**config.mk**
```make
export PLATFORM = sky130hd
export DESIGN_NAME = option_byte_mode_loader
export DESIGN_NICKNAME = d
export VERILOG_FILES = /design/src/rtl/option_loader_pkg.sv /design/src/rtl/option_byte_mode_loader.sv
export VERILOG_INCLUDE_DIRS = /design/src /design/src/rtl
export SDC_FILE = /design/constraint.sdc
export NUM_CORES = 1
export LEC_CHECK = 0
export ABC_CLOCK_PERIOD_IN_PS = 2900
export BUFFER_PORTS_ARGS = -buffer_cell sky130_fd_sc_hd__buf_2
export CAP_MARGIN = 40
export CORE_MARGIN = 5
export CORE_UTILIZATION = 47
export CTS_BUF_LIST = sky130_fd_sc_hd__clkbuf_2 sky130_fd_sc_hd__clkbuf_4 sky130_fd_sc_hd__clkbuf_8
export DETAILED_ROUTE_END_ITERATION = 12
export PLACE_DENSITY = 0.94
export SETUP_SLACK_MARGIN = 0.3
export SYNTH_ARGS = -nofsm -noshare
export SYNTH_HDL_FRONTEND = slang
export SYNTH_SLANG_ARGS = --single-unit
```
**constraint.sdc**
```tcl
create_clock -name core_clk -period 2.9 [get_ports core_clk]
set_input_delay 0.29 -clock core_clk [delete_from_list [all_inputs] [get_ports core_clk]]
set_output_delay 0.29 -clock core_clk [all_outputs]
set_load 0.05 [all_outputs]
```
**src/rtl/option_loader_defs.svh**
```systemverilog
// Offsets, field positions and reset values for the option byte loader.
`ifndef OPTION_LOADER_DEFS_SVH
`define OPTION_LOADER_DEFS_SVH

// ----------------------------------------------------------------------
// Register byte offsets on the Avalon-MM slave
// ----------------------------------------------------------------------
`define OPT_REG_OPTIONS    4'h0
`define OPT_REG_STATUS     4'h4
`define OPT_REG_WDOG_CTRL  4'h8

// ----------------------------------------------------------------------
// Option byte field positions
// ----------------------------------------------------------------------
`define OPT_BIT_PROTECT    0
`define OPT_BIT_OSCILLATOR_TYPE_BIT      1
`define OPT_BIT_DEV        2
`define OPT_BIT_NMI_PULL   3
`define OPT_BIT_TIMER_PIN_PULLUP_BIT   4
`define OPT_BIT_WATCHDOG_HW_ACTIVATION_BIT      5
`define OPT_BIT_OSC_SAFEGUARD_ENABLE_BIT      6

// ----------------------------------------------------------------------
// Status register field positions
// ----------------------------------------------------------------------
`define STAT_BIT_LOADED    0
`define STAT_BIT_PROG      1
`define STAT_BIT_RUN       2
`define STAT_BIT_WDOG_ON   3

// ----------------------------------------------------------------------
// Reset values
// ----------------------------------------------------------------------
`define OPT_RESET_VALUE    8'h00
`define PROT_READ_VALUE    8'hFF
`define BUS_ZERO           32'h0000_0000

`endif

```
**src/rtl/option_loader_pkg.sv**
```systemverilog
// Types shared by the option byte loader and its bench.
package option_loader_pkg;

   // -------------------------------------------------------------------
   // Loader sequence states
   // -------------------------------------------------------------------
   typedef enum logic [2:0] {
      ld_fetch,
      ld_wait,
      ld_hold,
      ld_run,
      ld_prog
   } loader_state_e;

   // -------------------------------------------------------------------
   // Option byte as fields, bit 7 down to bit 0
   // -------------------------------------------------------------------
   typedef struct packed {
      logic spare;
      logic osc_safeguard_enable_bit;
      logic watchdog_hw_activation_bit;
      logic timer_pin_pullup_bit;
      logic nmi_pin_pullup_bit;
      logic package_variant_bit;
      logic oscillator_type_bit;
      logic readout_protect_bit;
   } option_byte_s;

   // -------------------------------------------------------------------
   // Pin and pad configuration applied from the option byte
   // -------------------------------------------------------------------
   typedef struct packed {
      logic nmi_pullup_en;
      logic timer_pullup_en;
      logic osc_crystal_sel;
      logic readout_block;
      logic watchdog_hw_en;
      logic oscillator_safeguard;
   } pad_config_s;

endpackage : option_loader_pkg

```
**src/rtl/option_byte_mode_loader.sv**
```systemverilog
// Power-up option byte loader and operating mode selector.
`timescale 1ns/1ps
`include "option_loader_defs.svh"

module option_byte_mode_loader #(
   parameter int UNBONDED_LINES = 8
) (
   // Clock and power-on reset
   input  wire logic                      core_clk,
   input  wire logic                      resetn,
   // Pins from outside the clock domain
   input  wire logic                      reset_pin_n,
   input  wire logic                      test_hv_detect,
   // Option byte storage port
   output logic                           nvm_opt_req,
   input  wire logic                      nvm_opt_valid,
   input  wire logic [7:0]                nvm_opt_data,
   // External program memory readout path
   input  wire logic                      mem_rd_valid,
   input  wire logic [7:0]                mem_rd_data,
   output logic                           ext_rd_valid,
   output logic [7:0]                     ext_rd_data,
   // Core control
   output logic                           core_reset_n,
   output logic                           core_start,
   output logic                           prog_mode,
   // Pad and clock configuration
   output option_loader_pkg::pad_config_s pad_cfg,
   output logic                           test_pulldown_en,
   output logic [UNBONDED_LINES-1:0]      unbonded_tie_hi,
   // Avalon-MM slave
   input  wire logic [3:0]                avs_address,
   input  wire logic                      avs_read,
   input  wire logic                      avs_write,
   input  wire logic [31:0]               avs_writedata,
   output logic [31:0]                    avs_readdata,
   output logic                           avs_waitrequest
);

   // -------------------------------------------------------------------
   // Declarations
   // -------------------------------------------------------------------
   option_loader_pkg::loader_state_e state;
   option_loader_pkg::loader_state_e next_state;
   option_loader_pkg::option_byte_s  opt;
   logic                             loaded;
   logic                             rst_meta;
   logic                             rst_sync;
   logic                             test_meta;
   logic                             test_sync;
   logic                             sw_wdog_on;
   logic                             bus_ack;
   logic                             core_run;
   logic                             entering_run;
   logic                             opt_capture;
   logic                             wdog_active;
   logic                             bus_req;
   logic                             hit_options;
   logic                             hit_status;
   logic                             hit_wdog;
   logic                             wdog_wr;
   logic [31:0]                      next_readdata;
   logic [31:0]                      status_word;

   // -------------------------------------------------------------------
   // Pin synchronisers
   // -------------------------------------------------------------------
   // The reset pin and the high-voltage detector are both asynchronous
   // to the core clock, so each passes two flops before use.  The reset
   // pin synchroniser resets low so the core stays held until the pin
   // has been seen high twice after power-up.
   always_ff @(posedge core_clk or negedge resetn) begin
      if (!resetn) begin
         rst_meta  <= 1'b0;
         rst_sync  <= 1'b0;
         test_meta <= 1'b0;
         test_sync <= 1'b0;
      end else begin
         rst_meta  <= reset_pin_n;
         rst_sync  <= rst_meta;
         test_meta <= test_hv_detect;
         test_sync <= test_meta;
      end
   end

   // The pad pull-down stays on at all times; a floating test pin then
   // reads as low and the part comes up in normal mode.
   assign test_pulldown_en = 1'b1;

   // -------------------------------------------------------------------
   // Loader sequence
   // -------------------------------------------------------------------
   // The fetch runs only after power-on reset, without any software.
   // The reset pin only reopens the hold state, so the option byte is
   // never fetched twice within one power cycle.
   always_comb begin
      next_state = state;
      case (state)
         option_loader_pkg::ld_fetch: begin
            next_state = option_loader_pkg::ld_wait;
         end
         option_loader_pkg::ld_wait: begin
            if (nvm_opt_valid) begin
               next_state = option_loader_pkg::ld_hold;
            end
         end
         option_loader_pkg::ld_hold: begin
            // The test level is judged at the end of the reset phase.
            if (rst_sync && test_sync) begin
               next_state = option_loader_pkg::ld_prog;
            end else if (rst_sync) begin
               next_state = option_loader_pkg::ld_run;
            end
         end
         option_loader_pkg::ld_run: begin
            if (!rst_sync) begin
               next_state = option_loader_pkg::ld_hold;
            end
         end
         option_loader_pkg::ld_prog: begin
            if (!rst_sync) begin
               next_state = option_loader_pkg::ld_hold;
            end
         end
         default: begin
            next_state = option_loader_pkg::ld_fetch;
         end
      endcase
   end

   // State register.  An illegal code falls back to a fresh fetch, which
   // is harmless because the capture itself is guarded by the loaded flag.
   always_ff @(posedge core_clk or negedge resetn) begin
      if (!resetn) begin
         state <= option_loader_pkg::ld_fetch;
      end else begin
         state <= next_state;
      end
   end

   // -------------------------------------------------------------------
   // Option byte capture
   // -------------------------------------------------------------------
   // The byte is taken once, the first time storage answers after
   // power-up, and then stays frozen; the programmer writes storage
   // only in programming mode and the new value waits for power-up.
   assign nvm_opt_req = (state == option_loader_pkg::ld_wait);
   assign opt_capture = nvm_opt_req && nvm_opt_valid && !loaded;

   always_ff @(posedge core_clk or negedge resetn) begin
      if (!resetn) begin
         opt    <= `OPT_RESET_VALUE;
         loaded <= 1'b0;
      end else if (opt_capture) begin
         opt    <= nvm_opt_data;
         loaded <= 1'b1;
      end
   end

   // -------------------------------------------------------------------
   // Core reset and restart
   // -------------------------------------------------------------------
   // The core leaves reset only after options are in force, so the
   // first instruction already sees the right clock and pad setup.
   // The start pulse marks a restart from the program's first address;
   // the core itself owns the vector fetch that follows.
   assign core_run     = (state == option_loader_pkg::ld_run);
   assign entering_run = (state == option_loader_pkg::ld_hold) &&
                         (next_state == option_loader_pkg::ld_run);

   always_ff @(posedge core_clk or negedge resetn) begin
      if (!resetn) begin
         core_reset_n <= 1'b0;
         core_start   <= 1'b0;
         prog_mode    <= 1'b0;
      end else begin
         core_reset_n <= entering_run || (core_run && rst_sync);
         core_start   <= entering_run;
         prog_mode    <= (next_state == option_loader_pkg::ld_prog);
      end
   end

   // -------------------------------------------------------------------
   // Pad and oscillator configuration
   // -------------------------------------------------------------------
   // All fields follow the frozen byte; before the fetch they hold the
   // all-zero value, which is the safe RC, no pull-up, no block case.
   // The extra register stage costs one cycle after the capture but keeps
   // the pad drivers fed from flops only.
   assign wdog_active = opt.watchdog_hw_activation_bit || sw_wdog_on;

   always_ff @(posedge core_clk or negedge resetn) begin
      if (!resetn) begin
         pad_cfg <= '0;
      end else begin
         pad_cfg.nmi_pullup_en        <= opt.nmi_pin_pullup_bit;
         pad_cfg.timer_pullup_en      <= opt.timer_pin_pullup_bit;
         pad_cfg.osc_crystal_sel      <= opt.oscillator_type_bit;
         pad_cfg.readout_block        <= opt.readout_protect_bit;
         pad_cfg.watchdog_hw_en       <=
            opt.watchdog_hw_activation_bit;
         pad_cfg.oscillator_safeguard <=
            opt.osc_safeguard_enable_bit;
      end
   end

   // Lines missing in the small package are tied high when the variant
   // bit is clear, so their input buffers never float.
   genvar gi;
   generate
      for (gi = 0; gi < UNBONDED_LINES; gi = gi + 1) begin : g_tie
         always_ff @(posedge core_clk or negedge resetn) begin
            if (!resetn) begin
               unbonded_tie_hi[gi] <= 1'b1;
            end else begin
               unbonded_tie_hi[gi] <= !opt.package_variant_bit;
            end
         end
      end
   endgenerate

   // -------------------------------------------------------------------
   // External readout gate
   // -------------------------------------------------------------------
   // With protection set the data bus shows a constant, so no content
   // leaks even while the programmer keeps clocking reads.
   // The gate also covers the span before the byte is loaded, when the
   // protect bit is not yet known.
   always_ff @(posedge core_clk or negedge resetn) begin
      if (!resetn) begin
         ext_rd_valid <= 1'b0;
         ext_rd_data  <= `PROT_READ_VALUE;
      end else begin
         ext_rd_valid <= mem_rd_valid;
         if (opt.readout_protect_bit || !loaded) begin
            ext_rd_data <= `PROT_READ_VALUE;
         end else begin
            ext_rd_data <= mem_rd_data;
         end
      end
   end

   // -------------------------------------------------------------------
   // Avalon-MM slave
   // -------------------------------------------------------------------
   // Every access waits exactly one cycle; the answer is prepared in the
   // cycle the request first shows, and the write lands at the edge where
   // waitrequest is low.
   // A master that keeps its request up after the answer simply starts
   // a second access, which again waits one cycle.
   assign bus_req     = avs_read || avs_write;
   assign hit_options = (avs_address == `OPT_REG_OPTIONS);
   assign hit_status  = (avs_address == `OPT_REG_STATUS);
   assign hit_wdog    = (avs_address == `OPT_REG_WDOG_CTRL);
   assign wdog_wr     = avs_write && bus_ack && hit_wdog;
   assign avs_waitrequest = bus_req && !bus_ack;

   assign status_word = {28'h000_0000, wdog_active, core_run,
                         prog_mode, loaded};

   // Unmapped addresses read zero and ignore writes.
   assign next_readdata = hit_options ? {24'h00_0000, opt} :
                          hit_status  ? status_word :
                          hit_wdog    ? {31'h0000_0000, wdog_active} :
                          `BUS_ZERO;

   always_ff @(posedge core_clk or negedge resetn) begin
      if (!resetn) begin
         bus_ack      <= 1'b0;
         avs_readdata <= `BUS_ZERO;
      end else begin
         bus_ack <= bus_req && !bus_ack;
         if (avs_read && !bus_ack) begin
            avs_readdata <= next_readdata;
         end
      end
   end

   // Software watchdog start: once set it stays on until power-up, and
   // a zero write cannot stop it, which is the usual watchdog hazard.
   always_ff @(posedge core_clk or negedge resetn) begin
      if (!resetn) begin
         sw_wdog_on <= 1'b0;
      end else if (wdog_wr && avs_writedata[0]) begin
         sw_wdog_on <= 1'b1;
      end
   end

endmodule : option_byte_mode_loader

```
Word level (Yosys, flattened, before mapping)
Cells that the tools add are included.
{"block": "totals", "output_inout_bits": 61, "wordCells": 66, "in_bits": 60, "regBits": 69}
{"block": "classes", "eq_ne": 8, "muxes": 9, "reduce_logical": 20}
{"op": "2-to-1 mux 8 bit", "n": 2}
{"op": "2-to-1 mux 3 bit", "n": 4}
{"op": "one-hot mux 3 bit (4 select lines)", "n": 1}
{"op": "logical AND 1 bit", "n": 10}
{"op": "equality test 3 x 2 -> 1 bit, second input constant", "n": 3}
{"op": "equality test 3 bit, second input constant", "n": 2}
{"op": "equality test 4 x 3 -> 1 bit, second input constant", "n": 1}
{"op": "equality test 4 bit, second input constant", "n": 1}
{"op": "logical NOT 4 bit", "n": 1}
{"op": "logical OR 1 bit", "n": 4}
{"op": "2-to-1 mux 4 bit", "n": 1}
{"op": "equality test 3 x 1 -> 1 bit, second input constant", "n": 1}
{"op": "logical NOT 1 bit", "n": 3}
{"op": "logical NOT 3 bit", "n": 1}
{"op": "OR reduction 2 bit", "n": 1}
{"op": "2-to-1 mux 1 bit", "n": 1}

Logic depth before layout (Yosys ltp)
Gate-level depths: netlist (run 1).
{"block": "depth", "word_depth": 6, "ltp_mapped": 4}

Worst setup path before layout (run 1)
Ideal clock, no wire load.
{"block": "synth_path", "kind": "register to output", "startpoint": "register state[1]", "endpoint": "output port nvm_opt_req", "path_buffers": 0, "stages_incl_launch_ff": 3, "required_ns": 2.610, "t_arrival_ns": 1.334, "slack_ns": 1.276, "cell_sequence": "dfrtp_1 -> nor2b_1 -> nor2b_1"}
{"block": "synth_via", "elab_chain_len": 1}
{"element": "start: declaration", "line": "option_byte_mode_loader.sv:43", "source": "option_loader_pkg::loader_state_e state;"}
{"element": "start signal: assignment", "line": "option_byte_mode_loader.sv:135", "source": "state <= option_loader_pkg::ld_fetch;"}
{"element": "start signal: assignment", "line": "option_byte_mode_loader.sv:137", "source": "state <= next_state;"}
{"element": "equality test 3 x 1 -> 1 bit", "line": "option_byte_mode_loader.sv:147", "source": "assign nvm_opt_req = (state == option_loader_pkg::ld_wait);"}
{"element": "end: declaration", "line": "option_byte_mode_loader.sv:15", "source": "output logic nvm_opt_req,"}
No other way between the ends.

Final worst setup path (run 1)
{"block": "layout_path", "startpoint": "register state[0]", "endpoint": "output port nvm_opt_req"}
Same word-level chain as after synthesis.

==> out/qor.yml, run 1 <==
outcome: "complete, no violations"
yosys-top-cells-area: "dfrtp_1 48%, buf_4 13%, dfstp_2 13%"
first_iter_violations: 31
async_flop_share_pct: 100
worst_hold_path_type: "in2reg"
synth_ff_type: "dfrtp_1"
cts.sinks: 45
grt_use_met3_pct: 5.65
grtUsageMet2_pct: 23.2
peakVddDrop_mv: 0.487
place_hpwl_mm: 2.60
diodes: 0
area_delta_synth_final_pct: 17.9
period_share_pct: 58.9
start_util_pct: 49.7
insertion_delay_ps: 290
hold_viol: 0
slew_viol_final: 0
cpMaxStageDelayCell: "dfrtp_1"
synth_area_sq_um: 1860
synthAdderAreaFrac_pct: 0
crit_buf_inv: 1
synth_cell_types: 31
maxSlewHeadroom_pct: 66.1
crit_chain: "nor2b_1 -> nor2b_1 -> buf_2"
drive_gt1_share_pct: 44.1
layout_common_cells: "64 x buf_2, 36 x dfrtp_1, 25 x conb_1"
grt_util_met1_pct: 14.0
cp_common_cell: "nor2b_1"
routed_wl_mm: 3.31
tightest_slew_ps: 507
grtUsageTotal_pct: 13.1
final_common_cell: "buf_2"
cts_made_buffers: 5
postSynthAreaPerCell_sq_um: 12.6
rsz0062_at_grt: "no"
dr.pass1.iters: 4
finalNetCount: 270
synth_compound_area_share_pct: 8.40
grt_pass1_wl_mm: 5.28
holdWs_ps: 106
yosysTopAreaCellShare_pct: 48.4
place_ws_ps: 1370
fp-row-count: 22
synth-seq-cells: 45
fin_tns_setup_ps: 0
placed_cells: 250
drc: 0
gp_congestion: 0.733
grt_pass1_vias: 1205
yosysTopAreaCell: "dfrtp_1"
crit_family: "flip-flops"
grt_antenna_before_repair: 0
die_area_sq_um: 5320
clockBufferDepth: 2
io_buffers: 64
gr-total-overflow: 0
max_freq_mhz: 586
finClkSkew_ps: 6.18
final_core_util_pct: 58.6
yosys.area_share.simple_pct: 10.6
synth_warnings: 0
startpoint_type: "register"
post_cts_buffers: 0
synth-edff-count: 0
clk_pin_slew_ps: 80
worstSetupPathType: "reg2out"
via_per_inst: 4.58
slowest_delay_ps: 430
antenna_left: 0
power_density_nw_per_um2: 1060
post-route-min-period_ps: 1710
grt-busiest-layer: "met2"
instances_no_fill: 259
fp.dieW_um: 72.9
cts-root-buf: "clkbuf_8"
setup_slack_ps: 1190
dr_total_vias: 1187
setup_violations: 0
design.core.area_sq_um: 3740
end_kind: "output pin"
die_h_um: 72.9
wl_per_cell_um: 12.8
max_cap_viol_count: 0
cp.arrival_ps: 1420
yosysSeqAreaShare_pct: 61.1
io_pins: 121
crit_required_ps: 2610
htree_levels: 2
muxShareOfSynthArea_pct: 5.38
cellLeakagePower_nw: 1.13
synth_top_family_by_area: "buffers and inverters"
tritoncts: "built"
crit_path_max_fanout: 6
grt_start_max_net_pins: 29
synthXorXnorAreaFrac_pct: 0
syn_inst: 148
-- report_power, final --
group	leakage (nW)	internal (mW)	total, mW	switching, mW
Sequential	0.550	0.831	0.933	0.102
Clock	0.0453	0.189	0.384	0.195
Combinational	0.536	0.226	1.02	0.790
-- routing by layer --
layer	vias to the layer above	wire [um]
met5	-	0
met4	0	12
met3	2	367
met2	50	1680
met1	568	1250
li1	567	-
-- timing repair --
action / 4_1_cts / 5_1_grt
hold buffers: 1 / 0
resized for setup: 0 / 0
endpoints found under the hold margin: 8 / 0
-- registers in the layout, indices dropped and copies added (netlist names) --
| name | cells |
|---|---|
| sw_wdog_on | 1 |
| test_sync | 1 |
| ext_rd_data | 8 |
| loaded | 1 |
| opt | 8 |
| core_reset_n | 1 |
| test_meta | 1 |
| core_start | 1 |
| prog_mode | 1 |
| unbonded_tie_hi | 1 |
| avs_readdata | 8 |
| bus_ack | 1 |
| state | 3 |
| rst_sync | 1 |
| ext_rd_valid | 1 |
| rst_meta | 1 |
| pad_cfg | 6 |
-- cell families (layout without fill, tap and decap cells) --
logic type,Yosys count,count (layout)
DFF,45,45
and+or+nand+nor,36,36
buffers and inverters,36,76
AOI/OAI and AO/OA,20,20
muxes,9,9
other,2,25
-- cells in the mapped netlist, types with 2 or more instances --
library cell	n
a21o_1	2
nand3_1	2
o31ai_1	2
a21oi_1	3
buf_4	32
nor2_1	8
nor2b_1	4
mux2_2	8
nand2b_1	12
o22a_1	2
nand2_1	5
dfrtp_1	36
inv_1	2
dfstp_2	9
a22o_1	4
conb_1	2
-- stage by stage --
step	area (sq um)	power, mW
global placement	2070	1.95
finish	2190	2.33
floorplan	1950	1.83
global route	2190	2.46
CTS	2190	2.36
detailed placement	2090	1.97
-- final timing paths --
path | from | end | slack, ps | cells after the start
max | state[0] | nvm_opt_req | 1190 | 3
min | mem_rd_valid | ext_rd_valid | 110 | 1
max reg2reg | state[0] | opt[1] | 1370 | 3
min reg2reg | test_meta | test_sync | 350 | 0
max in group asynchronous | resetn | avs_readdata[0] | 1970 | 3
min in group asynchronous | resetn | state[0] | 460 | 2
-- final cells by class --
type / count / area (sq um)
inverters: 2 / 7.51
clock buffers: 7 / 83.8
well taps: 48 / 60.1
clock inverters: 1 / 7.51
repair buffers: 66 / 350
flip-flops and latches: 45 / 1140
fillers: 316 / 1550
multi-input cells: 90 / 548
Power figures use the tool's default switching activity.
==> run 2: changes to the inputs <==
--- a/config.mk
+++ b/config.mk
@@ -6,14 +6,15 @@
 export SDC_FILE = /design/constraint.sdc
 export NUM_CORES = 1
 export LEC_CHECK = 0
-export ABC_CLOCK_PERIOD_IN_PS = 2900
+export ABC_AREA = 1
+export ABC_CLOCK_PERIOD_IN_PS = 1600
 export BUFFER_PORTS_ARGS = -buffer_cell sky130_fd_sc_hd__buf_2
 export CAP_MARGIN = 40
 export CORE_MARGIN = 5
-export CORE_UTILIZATION = 47
+export CORE_UTILIZATION = 44
 export CTS_BUF_LIST = sky130_fd_sc_hd__clkbuf_2 sky130_fd_sc_hd__clkbuf_4 sky130_fd_sc_hd__clkbuf_8
 export DETAILED_ROUTE_END_ITERATION = 12
-export PLACE_DENSITY = 0.94
+export PLACE_DENSITY = 0.88
 export SETUP_SLACK_MARGIN = 0.3
 export SYNTH_ARGS = -nofsm -noshare
 export SYNTH_HDL_FRONTEND = slang
==> constraint.sdc (replaced) <==
create_clock -name core_clk -period 1.6 [get_ports core_clk]
set_input_delay 0.16 -clock core_clk [delete_from_list [all_inputs] [get_ports core_clk]]
set_output_delay 0.16 -clock core_clk [all_outputs]
set_load 0.05 [all_outputs]
==> run 2 against run 1 <==
Net effect:
- via count is 28% higher
- highest routed layer unchanged
- cell area is 12% higher
- non-clock buffer count is 9 higher
- cell count is 29% higher
- worst setup slack worse by 930 ps
==> out/qor.yml, run 2 <==
outcome: "complete, no violations"
instances_no_fill: 333
period_share_pct: 83.3
final_common_cell: "nand2_1"
crit_chain: "inv_2 -> nand3_4 -> inv_2 -> buf_8"
htree_levels: 2
synth_cell_types: 20
diodes: 0
start_util_pct: 45.5
startpoint_type: "register"
async_flop_share_pct: 100
insertion_delay_ps: 300
area_delta_synth_final_pct: 24.3
io_buffers: 64
rr_startpoint: "state[1]"
via_per_inst: 4.56
rr_worst_depth: 6
fp.dieW_um: 77.1
syn_inst: 209
fin_tns_setup_ps: 0
design.core.area_sq_um: 4350
worst_hold_path_type: "in2reg"
yosysMostFrequentCell: "nand2_1"
cpMaxStageDelayCell: "dfrtp_1"
max_cap_viol_count: 0
fp-row-count: 24
hold_start: "mem_rd_data[4]"
drc: 0
crit_start: "state[1]"
wl_per_cell_um: 12.4
worstSetupPathType: "reg2out"
synth_area_sq_um: 1980
io_pins: 121
crit_required_ps: 1440
dr_total_vias: 1520
clk_pin_slew_ps: 80
end_kind: "output pin"
antenna_left: 0
final_core_util_pct: 56.6
cts.sinks: 45
total_power_mw: 3.00
gr-total-overflow: 0
dpl_cell_area_sq_um: 2230
place_ws_ps: 434
yosys-top-cells-area: "dfrtp_1 45%, buf_4 13%, dfstp_2 12%"
finalNetCount: 340
slowest_delay_ps: 430
grt_antenna_before_repair: 0
peakVddDrop_mv: 0.548
place_hpwl_mm: 3.06
grt_pass1_wl_mm: 6.58
yosysTopAreaCell: "dfrtp_1"
placed_cells: 316
finClkSkew_ps: 5.83
setup_violations: 0
r2r_slack_ps: 410
crit_path_max_fanout: 4
finalInstanceArea_sq_um: 2460
grt_pass1_vias: 1464
cellLeakagePower_nw: 1.43
dr.pass1.iters: 5
synth_warnings: 0
r2r_end: "opt[7]"
cts-root-buf: "clkbuf_8"
crit_family: "flip-flops"
max_freq_mhz: 751
cp.arrival_ps: 1170
cp_common_cell: "inv_2"
synth-seq-cells: 45
cp-endpoint: "nvm_opt_req"
cts_made_buffers: 5
yosysTopAreaCellShare_pct: 45.5
grtUsageTotal_pct: 13.7
crit_cells: 4
largestRegisters: "avs_readdata x8, ext_rd_data x8, opt x8"
holdWs_ps: 35.1
clockBufferDepth: 2
grt_start_max_net_pins: 26
slew_viol_final: 0
yosysSeqAreaShare_pct: 57.4
die_h_um: 77.1
rsz0062_at_grt: "yes"
power_density_nw_per_um2: 1220
post-route-min-period_ps: 1330
postSynthAreaPerCell_sq_um: 9.48
synth-edff-count: 0
gp_congestion: 0.784
synth_commonest_cells: "55 x nand2_1, 36 x dfrtp_1, 33 x buf_4"
hold_viol: 0
first_iter_violations: 53
die_area_sq_um: 5940
drive_gt1_share_pct: 34.2
crit_buf_inv: 3
tritoncts: "built"
routed_wl_mm: 4.13
setup_slack_ps: 268
synth_ff_type: "dfrtp_1"
layout_common_cells: "55 x nand2_1, 54 x buf_2, 36 x dfrtp_1"
==> run 2: worst min path at each step <==
stage,endpoint,slack (ps),cells after the start
3_5_place_dp,avs_readdata[2],150,1
5_1_grt,ext_rd_data[4],20,3
3_3_place_gp,avs_readdata[1],140,1
2_1_floorplan,avs_readdata[0],-140,0
6_report,ext_rd_data[4],40,3
4_1_cts,ext_rd_data[5],30,3
==> run 2: power by group <==
| group | internal (mW) | switching, mW |
|---|---|---|
| Combinational | 0.252 | 0.608 |
| Sequential | 1.22 | 0.0581 |
| Clock | 0.467 | 0.393 |
| Total | 1.94 | 1.06 |
==> run 2: timing repair <==
item	4_1_cts	5_1_grt
endpoints found under the setup margin	10	10
pin swaps	0	1
resized for setup	8	11
setup buffers	0	5
hold endpoints to repair	22	0
hold buffers	4	0
==> run 2: metal layers <==
layer	share of wire [%]	routed length, um	global-route usage (%)
met5	0	0	0
met4	2.3	96	6.19
met3	11	457	5.04
met2	51	2090	24.0
met1	36	1490	14.6
==> run 2: cell type report <==
| type | instances | area [sq um] |
|---|---|---|
| multi-input combinational | 128 | 586 |
| fill | 389 | 1890 |
| inverter | 25 | 93.8 |
| sequential | 45 | 1140 |
| timing repair buffer | 75 | 465 |
| clock inverter | 3 | 46.3 |
| clock buffer | 5 | 68.8 |
| tap | 52 | 65.1 |
==> run 2: logic make-up after synthesis <==
| family | share of synthesized area, % |
|---|---|
| other | 0.379 |
| AND/OR/NAND/NOR | 21.4 |
| AO/OA/AOI/OAI | 3.28 |
| flip-flops | 57.4 |
| buffers and inverters | 17.5 |
==> run 2: worst reg2reg max path, cell delays in order (launching register included) <==
cell and delay, ps:
dfrtp_1 430, inv_2 120, nand3_4 110, nor2_8 180, nand2_4 120, nand2_1 80, nand2_1 50
==> run 3: changes to the inputs <==
--- a/config.mk
+++ b/config.mk
@@ -7,7 +7,7 @@
 export NUM_CORES = 1
 export LEC_CHECK = 0
 export ABC_AREA = 1
-export ABC_CLOCK_PERIOD_IN_PS = 1600
+export ABC_CLOCK_PERIOD_IN_PS = 1300
 export BUFFER_PORTS_ARGS = -buffer_cell sky130_fd_sc_hd__buf_2
 export CAP_MARGIN = 40
 export CORE_MARGIN = 5
==> constraint.sdc (replaced) <==
create_clock -name core_clk -period 1.3 [get_ports core_clk]
set_input_delay 0.13 -clock core_clk [delete_from_list [all_inputs] [get_ports core_clk]]
set_output_delay 0.13 -clock core_clk [all_outputs]
set_load 0.05 [all_outputs]
==> run 3 against run 2 <==
Net effect:
- register-to-register slack got worse by 270 ps
- largest cell class unchanged
- cell area rose by 22%
- via count rose by 7.6%
- highest routed layer unchanged
- global-route usage rose by 1.9 points
- combinational power rose by 63%
- clock skew rose by 3.7 ps
- critical path depth fell by 1
- worst setup slack got worse by 260 ps
- routed wire length rose by 24%
- first-iteration DRC count rose by 68%
- die area did not move
==> out/qor.yml, run 3 (same netlist as run 2, synthesis figures left out) <==
outcome: "complete, no violations"
peakVddDrop_mv: 0.618
antenna_left: 0
finalNetCount: 359
worst_hold_path_type: "in2reg"
p_sw_share_pct: 34.0
clockBufferDepth: 2
crit_start: "state[0]"
io_pins: 121
gp_congestion: 0.868
rsz0062_at_grt: "yes"
p_sw_mw: 1.44
cpMaxStageDelayCell: "dfrtp_1"
startpoint_type: "register"
routed_wl_mm: 5.11
first_iter_violations: 89
dr.pass1.iters: 4
worstSetupPathType: "reg2out"
tritoncts: "built"
gr-total-overflow: 0
cellLeakagePower_nw: 1.63
largestRegisters: "avs_readdata x8, ext_rd_data x8, opt x8"
finClkSkew_ps: 9.54
max_freq_mhz: 773
cts.sinks: 45
start_util_pct: 45.5
seqPwrFrac_pct: 37.5
slowest_delay_ps: 450
dpl_cell_area_sq_um: 2260
grt_pass1_wl_mm: 7.48
max_cap_viol_count: 0
placed_cells: 318
crit_path_max_fanout: 4
dr_total_vias: 1636
hold_viol: 0
finalInstanceArea_sq_um: 3000
instances_no_fill: 352
cp.arrival_ps: 1160
crit_family: "flip-flops"
final_core_util_pct: 68.9
fin_tns_setup_ps: 0
rr_startpoint: "state[2]"
wl_per_cell_um: 14.5
cts-root-buf: "clkbuf_8"
die_area_sq_um: 5940
clock_power_share_pct: 29.5
crit_chain: "nand3_4 -> clkinvlp_4 -> buf_8"
crit_required_ps: 1170
drc: 0
end_kind: "output pin"
cts_made_buffers: 5
pwr-share-comb_pct: 33.0
area_delta_synth_final_pct: 51.4
grt_pass1_vias: 1592
holdWs_ps: 6.14
place_hpwl_mm: 3.01
via_per_inst: 4.65
design.core.area_sq_um: 4350
fp.dieW_um: 77.1
fp-row-count: 24
power_density_nw_per_um2: 1410
drive_gt1_share_pct: 47.7
io_buffers: 64
hold_start: "mem_rd_data[4]"
htree_levels: 2
clk_pin_slew_ps: 90
grt_start_max_net_pins: 36
setup_slack_ps: 6.50
setup_violations: 0
p_int_mw: 2.79
layout_common_cells: "44 x nand2_1, 35 x dfrtp_1, 28 x buf_2"
final_common_cell: "nand2_1"
place_ws_ps: 136
post-route-min-period_ps: 1290
slew_viol_final: 0
total_power_mw: 4.23
grt_antenna_before_repair: 0
die_h_um: 77.1
grtUsageTotal_pct: 15.6
crit_buf_inv: 2
insertion_delay_ps: 300
period_share_pct: 99.5
diodes: 0
run 3: cell count changes in the layout (fill, tap and decap cells not counted), sizes merged:
cell	before	now
dlygate4sd3	4	8
nand2	56	57
bufinv	1	2
clkinv	1	0
buf	71	85
run 3: power groups by stage:
stage          logic [mW]  registers (mW)  clock network, mW
6_report             1.40            1.58               1.25
5_1_grt              1.47            1.59               1.33
4_1_cts              1.17            1.57               1.27
3_5_place_dp        0.926            1.59                  0
3_3_place_gp        0.901            1.59                  0
2_1_floorplan       0.625            1.73                  0
run 3: worst paths after layout:
check                      slack, ps  depth (start not counted)            endpoint
setup / recovery                   7                          3         nvm_opt_req
setup reg to reg                 140                          6              opt[6]
min in group asynchronous        240                          2          sw_wdog_on
hold / removal                     6                          3      ext_rd_data[4]
max in group asynchronous        520                          3  unbonded_tie_hi[7]
hold reg to reg                  350                          0            rst_sync
run 3: layout make-up:
| cell class | instances | area, sq um |
|---|---|---|
| Clock inverter | 3 | 68.8 |
| Timing Repair Buffer | 93 | 831 |
| Clock buffer | 5 | 68.8 |
| Sequential cell | 45 | 1140 |
| Multi-Input combinational cell | 129 | 722 |
| Tap cell | 52 | 65.1 |
| Fill cell | 293 | 1360 |
| Inverter | 25 | 100 |
run 3: worst min-delay path: stages:
cell,delay [ps]
buf_2,90
inv_1,40
nand2_1,40
run 3: layer usage:
| metal | track usage [%] | vias up | share of wire, % |
|---|---|---|---|
| li1 | - | 772 | - |
| met1 | 16.3 | 788 | 34 |
| met2 | 28.4 | 67 | 56 |
| met3 | 5.15 | 9 | 7.7 |
| met4 | 6.36 | 0 | 2.1 |
| met5 | 0 | - | 0 |
run 3: repair_timing:
item | CTS | global route
pin swaps | 5 | 10
hold endpoints to repair | 25 | 1
hold buffers | 7 | 1
gates resized for setup | 75 | 42
gates cloned | 1 | 0
buffers inserted | 6 | 11
setup endpoints to repair | 56 | 58
